File: config.mk
export PLATFORM = sky130hd
export DESIGN_NAME = pcsir_regs
export DESIGN_NICKNAME = d
export VERILOG_FILES = /design/src/inc/pcsir_pkg.sv /design/src/rtl/pcsir_regs.sv
export VERILOG_INCLUDE_DIRS = /design/src /design/src/inc
export SDC_FILE = /design/constraint.sdc
export NUM_CORES = 1
export LEC_CHECK = 0
export BUFFER_PORTS_ARGS = -buffer_cell sky130_fd_sc_hd__buf_4
export CORE_MARGIN = 5
export CORE_UTILIZATION = 35
export CTS_CLUSTER_DIAMETER = 50
export CTS_CLUSTER_SIZE = 24
export DETAILED_ROUTE_END_ITERATION = 12
export GPL_TIMING_DRIVEN = 0
export SYNTH_ARGS = -nofsm -noshare
export SYNTH_HDL_FRONTEND = slang
export SYNTH_SLANG_ARGS = --single-unit
export TNS_END_PERCENT = 50
File: constraint.sdc
create_clock -name core_clk -period 2.6 [get_ports core_clk]
set_clock_uncertainty 0.15 [all_clocks]
set_input_delay 0.26 -clock core_clk [delete_from_list [all_inputs] [get_ports core_clk]]
set_output_delay 0.26 -clock core_clk [all_outputs]
set_load 0.01 [all_outputs]
File: src/inc/pcsir_regs.svh
// register indices, bit positions and reset values of the loop status bank
// assumes APB word addressing: byte address is four times the index
`ifndef PCSIR_REGS_SVH
`define PCSIR_REGS_SVH

// ********************************
// register indices
// ********************************
`define PCSIR_IDX_OUT_CLK 8'h53
`define PCSIR_IDX_STATE_LIVE 8'h56
`define PCSIR_IDX_LIMIT_LIVE 8'h57
`define PCSIR_IDX_STATE_CHG 8'h59
`define PCSIR_IDX_LIMIT_CHG 8'h5A
`define PCSIR_IDX_STATE_IE 8'h5B
`define PCSIR_IDX_LIMIT_IE 8'h5C
`define PCSIR_IDX_OFS_B0 8'h65
`define PCSIR_OFS_BYTES 4
`define PCSIR_IDX_NOM_B0 8'h70
`define PCSIR_NOM_BYTES 5

// ********************************
// field positions
// ********************************
`define PCSIR_BIT_RESUME_IE 4
`define PCSIR_BIT_RESUME_FLAG 3
`define PCSIR_BIT_HALT_IE 2
`define PCSIR_BIT_HALT_FLAG 1
`define PCSIR_BIT_HALTED 0
`define PCSIR_LSB_STATE 3
`define PCSIR_BIT_MISMATCH 4
`define PCSIR_LSB_LIMIT 0

// ********************************
// reset values
// ********************************
`define PCSIR_RST_ALL '0
`define PCSIR_RD_ZERO 32'h00000000

`endif

File: src/inc/pcsir_pkg.sv
// types of the loop status bank
// assumes the constants of pcsir_regs.svh
package pcsir_pkg;

  // ********************************
  // whole state of the bank
  // ********************************
  typedef struct packed {
    logic stop_s1;
    logic stop_s2;
    logic stop_d;
    logic rdy_s1;
    logic rdy_s2;
    logic resume_ie;
    logic halt_ie;
    logic resume_flag;
    logic halt_flag;
    logic [2:0] state_d;
    logic [2:0] limit_d;
    logic [2:0] state_chg;
    logic [2:0] limit_chg;
    logic [2:0] state_ie;
    logic [2:0] limit_ie;
    logic mismatch;
    logic [23:0] ofs_hi;
    logic [39:0] nominal;
    logic [39:0] tw;
    logic [31:0] prdata;
    logic pslverr;
  } pcsir_state_t;

endpackage : pcsir_pkg

File: src/rtl/pcsir_regs.sv
// status, change flags and interrupt enables of one loop channel
// assumes loop status inputs come from core_clk logic; the two
// output clock path pins are asynchronous and are synchronised here
`timescale 1ns/100ps
`default_nettype none
`include "pcsir_regs.svh"

// Overview of operation
// - resume flag requests interrupt when enabled
// - resume flag sets on restart, W1C
// - halt flag requests interrupt when enabled
// - halt flag sets on stop, W1C
// - live halted bit follows output stop while path ready
// - output flags zero until path configured
// - lock-lost bit live, meaningful while tracking
// - tracking bit live
// - retained-state bit live, meaningful when idle
// - firmware mismatch sticky, forces freerun
// - offset-limit bit live
// - rate-limit bit live
// - slope-limit bit live
// - state bit changes latch flags, W1C
// - limit bit changes latch flags, W1C
// - enabled state flags drive summary
// - enabled limit flags drive summary
// - signed offset word in four bytes
// - offset added to nominal gives tuning
// - nominal word forty bits, own registers
module pcsir_regs
  import pcsir_pkg::*;
#(
  parameter int ADDR_W = 12
)
(
  input wire logic core_clk,
  input wire logic reset,
  input wire logic psel,
  input wire logic penable,
  input wire logic pwrite,
  input wire logic [ADDR_W-1:0] paddr,
  input wire logic [31:0] pwdata,
  input wire logic [3:0] pstrb,
  output logic pready,
  output logic [31:0] prdata,
  output logic pslverr,
  input wire logic out_clk_stopped,
  input wire logic out_path_ready,
  input wire logic lock_lost_live,
  input wire logic tracking_live,
  input wire logic retained_tuning_offset_word_state,
  input wire logic offset_limit_active,
  input wire logic rate_limit_active,
  input wire logic phase_slope_limit_active,
  input wire logic firmware_mismatch_in,
  input wire logic [31:0] tuning_offset_word,
  output logic out_clk_irq,
  output logic loop_irq_summary,
  output logic firmware_mismatch_halt,
  output logic [39:0] nominal_tuning_word,
  output logic [39:0] tuning_word
);

  // ********************************
  // elaboration checks
  // ********************************
  // decode needs paddr[9:2]; wider buses alias above bit 9
  generate
    if (ADDR_W < 10)
    begin : g_bad_addr
      $error("pcsir_regs: ADDR_W must be at least 10");
    end
  endgenerate

  // ********************************
  // decode and helpers
  // ********************************
  pcsir_state_t s;
  pcsir_state_t n;
  logic [7:0] idx;
  logic wr_lo;
  logic rd_setup;
  logic [2:0] live_state;
  logic [2:0] live_limit;
  logic [2:0] state_evt;
  logic [2:0] limit_evt;
  logic [2:0] state_clr;
  logic [2:0] limit_clr;
  logic resume_set;
  logic halt_set;
  logic halted_now;
  logic [39:0] ofs_ext;

  // word index and phase qualifiers
  assign idx = paddr[9:2];
  assign wr_lo = psel & penable & pwrite & pstrb[0];
  assign rd_setup = psel & ~penable & ~pwrite;

  // live loop status, no sync: same clock as this bank
  assign live_state = {lock_lost_live, tracking_live, retained_tuning_offset_word_state};
  assign live_limit = {offset_limit_active, rate_limit_active,
                       phase_slope_limit_active};

  // change detection against last cycle's value
  assign state_evt = live_state ^ s.state_d;
  assign limit_evt = live_limit ^ s.limit_d;

  // write-one-clear strobes
  assign state_clr = (wr_lo && idx == `PCSIR_IDX_STATE_CHG) ?
                     pwdata[`PCSIR_LSB_STATE +: 3] : 3'h0;
  assign limit_clr = (wr_lo && idx == `PCSIR_IDX_LIMIT_CHG) ?
                     pwdata[`PCSIR_LSB_LIMIT +: 3] : 3'h0;

  // output clock stop and restart edges, only once path is live
  assign resume_set = s.rdy_s2 & s.stop_d & ~s.stop_s2;
  assign halt_set = s.rdy_s2 & ~s.stop_d & s.stop_s2;
  assign halted_now = s.rdy_s2 & s.stop_s2;

  // offset sign-extended to the width of the nominal word
  assign ofs_ext = {{8{tuning_offset_word[31]}}, tuning_offset_word};

  // ********************************
  // next state
  // ********************************
  always_comb
  begin
    logic oc_wr;
    logic oc_res_clr;
    logic oc_halt_clr;
    logic hit;
    oc_wr = wr_lo && idx == `PCSIR_IDX_OUT_CLK;
    oc_res_clr = oc_wr & pwdata[`PCSIR_BIT_RESUME_FLAG];
    oc_halt_clr = oc_wr & pwdata[`PCSIR_BIT_HALT_FLAG];
    hit = 1'b0;
    n = s;
    // two-stage synchronisers; stage one feeds stage two only
    n.stop_s1 = out_clk_stopped;
    n.stop_s2 = s.stop_s1;
    n.rdy_s1 = out_path_ready;
    n.rdy_s2 = s.rdy_s1;
    n.stop_d = s.stop_s2;
    // output flags settle to zero until the path runs
    if (!s.rdy_s2)
    begin
      n.resume_flag = 1'b0;
      n.halt_flag = 1'b0;
    end
    else
    begin
      // event wins over a clear in the same cycle
      n.resume_flag = (s.resume_flag & ~oc_res_clr) | resume_set;
      n.halt_flag = (s.halt_flag & ~oc_halt_clr) | halt_set;
    end
    if (oc_wr)
    begin
      n.resume_ie = pwdata[`PCSIR_BIT_RESUME_IE];
      n.halt_ie = pwdata[`PCSIR_BIT_HALT_IE];
    end
    // loop change flags
    n.state_d = live_state;
    n.limit_d = live_limit;
    n.state_chg = (s.state_chg & ~state_clr) | state_evt;
    n.limit_chg = (s.limit_chg & ~limit_clr) | limit_evt;
    if (wr_lo && idx == `PCSIR_IDX_STATE_IE)
    begin
      n.state_ie = pwdata[`PCSIR_LSB_STATE +: 3];
    end
    if (wr_lo && idx == `PCSIR_IDX_LIMIT_IE)
    begin
      n.limit_ie = pwdata[`PCSIR_LSB_LIMIT +: 3];
    end
    // only a channel reset leaves the mismatch state
    n.mismatch = s.mismatch | firmware_mismatch_in;
    // nominal word bytes, writable one at a time
    for (int b = 0; b < `PCSIR_NOM_BYTES; b++)
    begin
      if (wr_lo && idx == 8'(`PCSIR_IDX_NOM_B0 + b))
      begin
        n.nominal[8*b +: 8] = pwdata[7:0];
      end
    end
    n.tw = s.nominal + ofs_ext;
    // read data is formed in the setup phase, shown in the access phase
    if (psel && !penable)
    begin
      n.prdata = `PCSIR_RD_ZERO;
      case (idx)
        `PCSIR_IDX_OUT_CLK:
        begin
          hit = 1'b1;
          n.prdata[`PCSIR_BIT_RESUME_IE] = s.resume_ie;
          n.prdata[`PCSIR_BIT_RESUME_FLAG] = s.resume_flag;
          n.prdata[`PCSIR_BIT_HALT_IE] = s.halt_ie;
          n.prdata[`PCSIR_BIT_HALT_FLAG] = s.halt_flag;
          n.prdata[`PCSIR_BIT_HALTED] = halted_now;
        end
        `PCSIR_IDX_STATE_LIVE:
        begin
          hit = 1'b1;
          n.prdata[`PCSIR_LSB_STATE +: 3] = live_state;
        end
        `PCSIR_IDX_LIMIT_LIVE:
        begin
          hit = 1'b1;
          n.prdata[`PCSIR_BIT_MISMATCH] = s.mismatch;
          n.prdata[`PCSIR_LSB_LIMIT +: 3] = live_limit;
        end
        `PCSIR_IDX_STATE_CHG:
        begin
          hit = 1'b1;
          n.prdata[`PCSIR_LSB_STATE +: 3] = s.state_chg;
        end
        `PCSIR_IDX_LIMIT_CHG:
        begin
          hit = 1'b1;
          n.prdata[`PCSIR_LSB_LIMIT +: 3] = s.limit_chg;
        end
        `PCSIR_IDX_STATE_IE:
        begin
          hit = 1'b1;
          n.prdata[`PCSIR_LSB_STATE +: 3] = s.state_ie;
        end
        `PCSIR_IDX_LIMIT_IE:
        begin
          hit = 1'b1;
          n.prdata[`PCSIR_LSB_LIMIT +: 3] = s.limit_ie;
        end
        default:
        begin
          hit = 1'b0;
        end
      endcase
      // low offset byte live; its read freezes the upper three bytes
      // so a low-to-high byte walk sees one coherent word
      if (idx == `PCSIR_IDX_OFS_B0)
      begin
        hit = 1'b1;
        n.prdata[7:0] = tuning_offset_word[7:0];
        if (!pwrite)
        begin
          n.ofs_hi = tuning_offset_word[31:8];
        end
      end
      for (int b = 1; b < `PCSIR_OFS_BYTES; b++)
      begin
        if (idx == 8'(`PCSIR_IDX_OFS_B0 + b))
        begin
          hit = 1'b1;
          n.prdata[7:0] = s.ofs_hi[8*(b-1) +: 8];
        end
      end
      for (int b = 0; b < `PCSIR_NOM_BYTES; b++)
      begin
        if (idx == 8'(`PCSIR_IDX_NOM_B0 + b))
        begin
          hit = 1'b1;
          n.prdata[7:0] = s.nominal[8*b +: 8];
        end
      end
      if (pwrite)
      begin
        n.prdata = `PCSIR_RD_ZERO;
      end
      n.pslverr = ~hit;
    end
  end

  // ********************************
  // state register
  // ********************************
  always_ff @(posedge core_clk)
  begin
    if (reset)
    begin
      s <= `PCSIR_RST_ALL;
    end
    else
    begin
      s <= n;
    end
  end

  // ********************************
  // outputs
  // ********************************
  // zero wait states: every access phase completes at once
  assign pready = psel & penable;
  assign prdata = s.prdata;
  assign pslverr = s.pslverr & psel & penable;
  // interrupt requests to the channel interrupt logic
  assign out_clk_irq = (s.resume_flag & s.resume_ie)
                     | (s.halt_flag & s.halt_ie);
  assign loop_irq_summary = |(s.state_chg & s.state_ie)
                          | |(s.limit_chg & s.limit_ie);
  assign firmware_mismatch_halt = s.mismatch;
  assign nominal_tuning_word = s.nominal;
  assign tuning_word = s.tw;
endmodule : pcsir_regs
`default_nettype wire

==> results.py <==
metrics = {
    "run_status": {
        "status": "finished, violations left",
        "violations": "negative setup slack",
    },
    "yosys": {
        "synth.distinct_cells": 78,
        "synthMuxAreaShare_pct": 3.90,
        "synth_edf_count": 0,
        "synth_area_per_cell_um2": 8.12,
        "synth_flop_cell": "dfxtp_1",
        "synth_xor_area_share_pct": 4.02,
        "ys_ff_latch": 141,
        "synth_top_family_by_area": "simple AND/OR/NAND/NOR gates",
        "synth-simple-area-share_pct": 20.3,
        "netlist_instances": 1046,
        "yosysSeqAreaShare_pct": 33.2,
        "synth_compound_area_share_pct": 19.4,
        "syn_area_um2": 8500,
        "yosys_warnings": 0,
        "synth_fa_ha_area_share_pct": 5.98,
        "async_reset_ff_share_pct": 0,
    },
    "floorplan": {
        "num_io_pins": 211,
        "rows": 57,
        "core_um2": 24100,
        "die_w_um": 166,
        "die_h_um": 166,
        "start_util_pct": 35.3,
        "dieArea_um2": 27500,
    },
    "timing": {
        "fin_crit_ns": 2.80,
        "hold_viol_final": 0,
        "worstMarginPinSlew_ns": 0.991,
        "fin_tns_setup_ns": -0.671,
        "fin_ws_ns": -0.204,
        "max_freq_mhz": 357,
        "finalSetupViolCount": 7,
        "maxSlewViolCount": 0,
        "period_share_pct": 108,
        "hold_ws_ns": 0.0142,
        "slew_headroom_pct": 33.4,
        "rsz0062_at_grt": "yes",
    },
    "clock_network": {
        "cts_buffers": 17,
        "htree_levels": 4,
        "path_clk_slew_ns": 0.06,
        "insertion_delay_ns": 0.43,
        "cts.path.max_buffers": 2,
        "cts_root_buf": "clkbuf_16",
        "cts.sinks": 141,
        "cts_tree": "yes",
    },
    "grt": {
        "grt_max_degree": 17,
        "groute.usage.overall_pct": 20.4,
        "grt_pass1_wl_um": 44300,
        "grt_pass1_vias": 7911,
        "antenna_found_initial": 1,
        "grt.overflow.total": 0,
    },
    "setup_path": {
        "startpoint_type": "register",
        "cp.required_ns": 2.75,
        "end_kind": "register",
        "crit_path_max_fanout": 3,
        "critPathKind": "reg2reg",
        "cp_data_arrival_time_ns": 2.95,
    },
    "job": {
        "drv_cap": 0,
    },
    "detailed_routing": {
        "drc_errors": 0,
        "ant_nets": 0,
        "viasPerCell": 5.00,
        "wirelength_um": 29700,
        "vias": 8216,
        "drtPass1Iterations": 5,
        "drt_iter0_markers": 533,
        "wl_per_cell_um": 18.0,
    },
    "power_and_ir_drop": {
        "powerDensity_nw_per_um2": 464,
        "total_power_mw": 5.50,
        "ir_worst_vdd_mv": 0.304,
        "static-leakage-power_nw": 5.28,
    },
    "cells_and_area": {
        "final_nets": 1441,
        "drive_gt1_share_pct": 33.3,
        "antennaDiodeCount": 0,
        "area_delta_synth_final_pct": 39.5,
        "fin_cells": 1644,
    },
    "place": {
        "numPortBuffers": 151,
        "dp_cells": 1544,
        "dp_hpwl_um": 22500,
        "preCtsSetupSlack_ns": -0.670,
        "place_congestion": 0.978,
    },
    "hold_path": {
        "hp-class": "in2reg",
    },
}
-- registers in the layout (all words and copies together) (netlist names) --
| name | count |
|---|---|
| prdata | 8 |
| nominal_tuning_word | 40 |
| n | 3 |
| tuning_word | 40 |
| s | 49 |
| firmware_mismatch_halt | 1 |
-- repair_timing --
action	CTS	global route
resized for setup	51	47
hold buffers	37	0
pin swaps	18	34
setup endpoints to repair	19	16
endpoints found under the hold margin	45	0
setup buffers	11	21
-- cells in the mapped netlist (7+ instances only) --
library cell | number | area (um2)
dfxtp_1 | 141 | 2820
nand2_1 | 122 | 458
buf_4 | 113 | 848
nor2_1 | 106 | 398
a21oi_1 | 103 | 515
ha_1 | 39 | 488
mux2i_1 | 32 | 320
clkbuf_1 | 30 | 113
o21ai_0 | 29 | 145
nand3_1 | 27 | 135
xor2_1 | 22 | 193
a21o_1 | 21 | 158
nor2b_1 | 18 | 113
xnor2_1 | 17 | 149
inv_1 | 16 | 60.1
o21ai_1 | 15 | 75.1
nor3_1 | 14 | 70.1
buf_2 | 13 | 65.1
a22oi_1 | 12 | 90.1
nand2b_1 | 12 | 75.1
a211oi_1 | 9 | 67.6
and2_1 | 8 | 50.1
nand4_1 | 7 | 43.8
-- logic make-up (layout without fill, tap and decap cells) --
kind of cell               after synthesis  in the layout
and+or+nand+nor                        359            359
AOI/OAI and AO/OA                      257            257
buffers and inverters                  176            427
DFF                                    141            141
adders and majority gates               40             40
xor gates and xnor gates                39             39
muxes                                   33             33
other                                    1             24
-- stage by stage --
stage | util, % | instance area (um2)
finish | 49.2 | 11900
global placement | 42.0 | 10100
CTS | 47.4 | 11400
detailed placement | 42.0 | 10100
floorplan | - | 8580
global route | 49.2 | 11900
-- area by class of cell --
class,instances,area [um2]
Fill cell,2372,12200
Multi-Input combinational cell,752,5090
Sequential cell,141,2870
Timing Repair Buffer,219,1760
Buffer,159,1050
Clock buffer,20,467
Tap cell,324,405
Clock inverter,12,161
Inverter,17,63.8
-- worst max-delay path, cell delays in order (launching register included) --
cell and delay (ns):
dfxtp_4 0.35, ha_4 0.16, inv_2 0.05, fa_2 0.22, nor2b_4 0.05, o31a_1 0.28, o21ai_2 0.23, a211oi_4 0.10
buf_6 0.14, o211ai_1 0.26, nand3b_4 0.15, a311oi_2 0.31, xor2_1 0.17, nor2_1 0.05
-- cells in the final DEF, fill, tap and decap left out, drive strengths merged, types with 5 or more instances in the layout --
| master | count |
|---|---|
| a211oi | 11 |
| a21o | 22 |
| a21oi | 105 |
| a22o | 5 |
| a22oi | 13 |
| a31oi | 5 |
| and2 | 8 |
| and3 | 6 |
| buf | 310 |
| clkbuf | 51 |
| clkinv | 5 |
| conb | 24 |
| dfxtp | 141 |
| dlygate4sd3 | 37 |
| ha | 39 |
| inv | 18 |
| mux2i | 32 |
| nand2 | 126 |
| nand2b | 12 |
| nand3 | 27 |
| nand4 | 8 |
| nor2 | 110 |
| nor2b | 19 |
| nor3 | 19 |
| o211ai | 6 |
| o21ai | 45 |
| o21bai | 6 |
| or3 | 5 |
| xnor2 | 17 |
| xor2 | 22 |
-- per-layer routing --
layer  GRT usage (%)  vias to the layer above  share of wire, %
li1                -                     4058                 -
met1            26.2                     3832                44
met3            4.43                       44               5.9
met5               0                        -             0.040
met4            6.28                        2               2.2
met2            34.3                      280                48
-- where the power goes --
part	leakage, nW	total, mW	switching, mW	internal (mW)
registers	1.16	2.23	0.0218	2.20
logic	3.81	0.685	0.359	0.326
clock network	0.299	2.59	0.999	1.59
-- final timing paths --
kind / startpoint / slack, ns / depth (start not counted) / to
worst max register to register: nominal_tuning_word[0] / -0.20 / 13 / tuning_word[38]
worst min-delay path: pwdata[5] / 0.01 / 3 / nominal_tuning_word[5]
worst max-delay path: nominal_tuning_word[0] / -0.20 / 13 / tuning_word[38]
worst min register to register: n[160] / 0.29 / 1 / s[160]
Note: power is estimated with default switching activity, not from simulation.
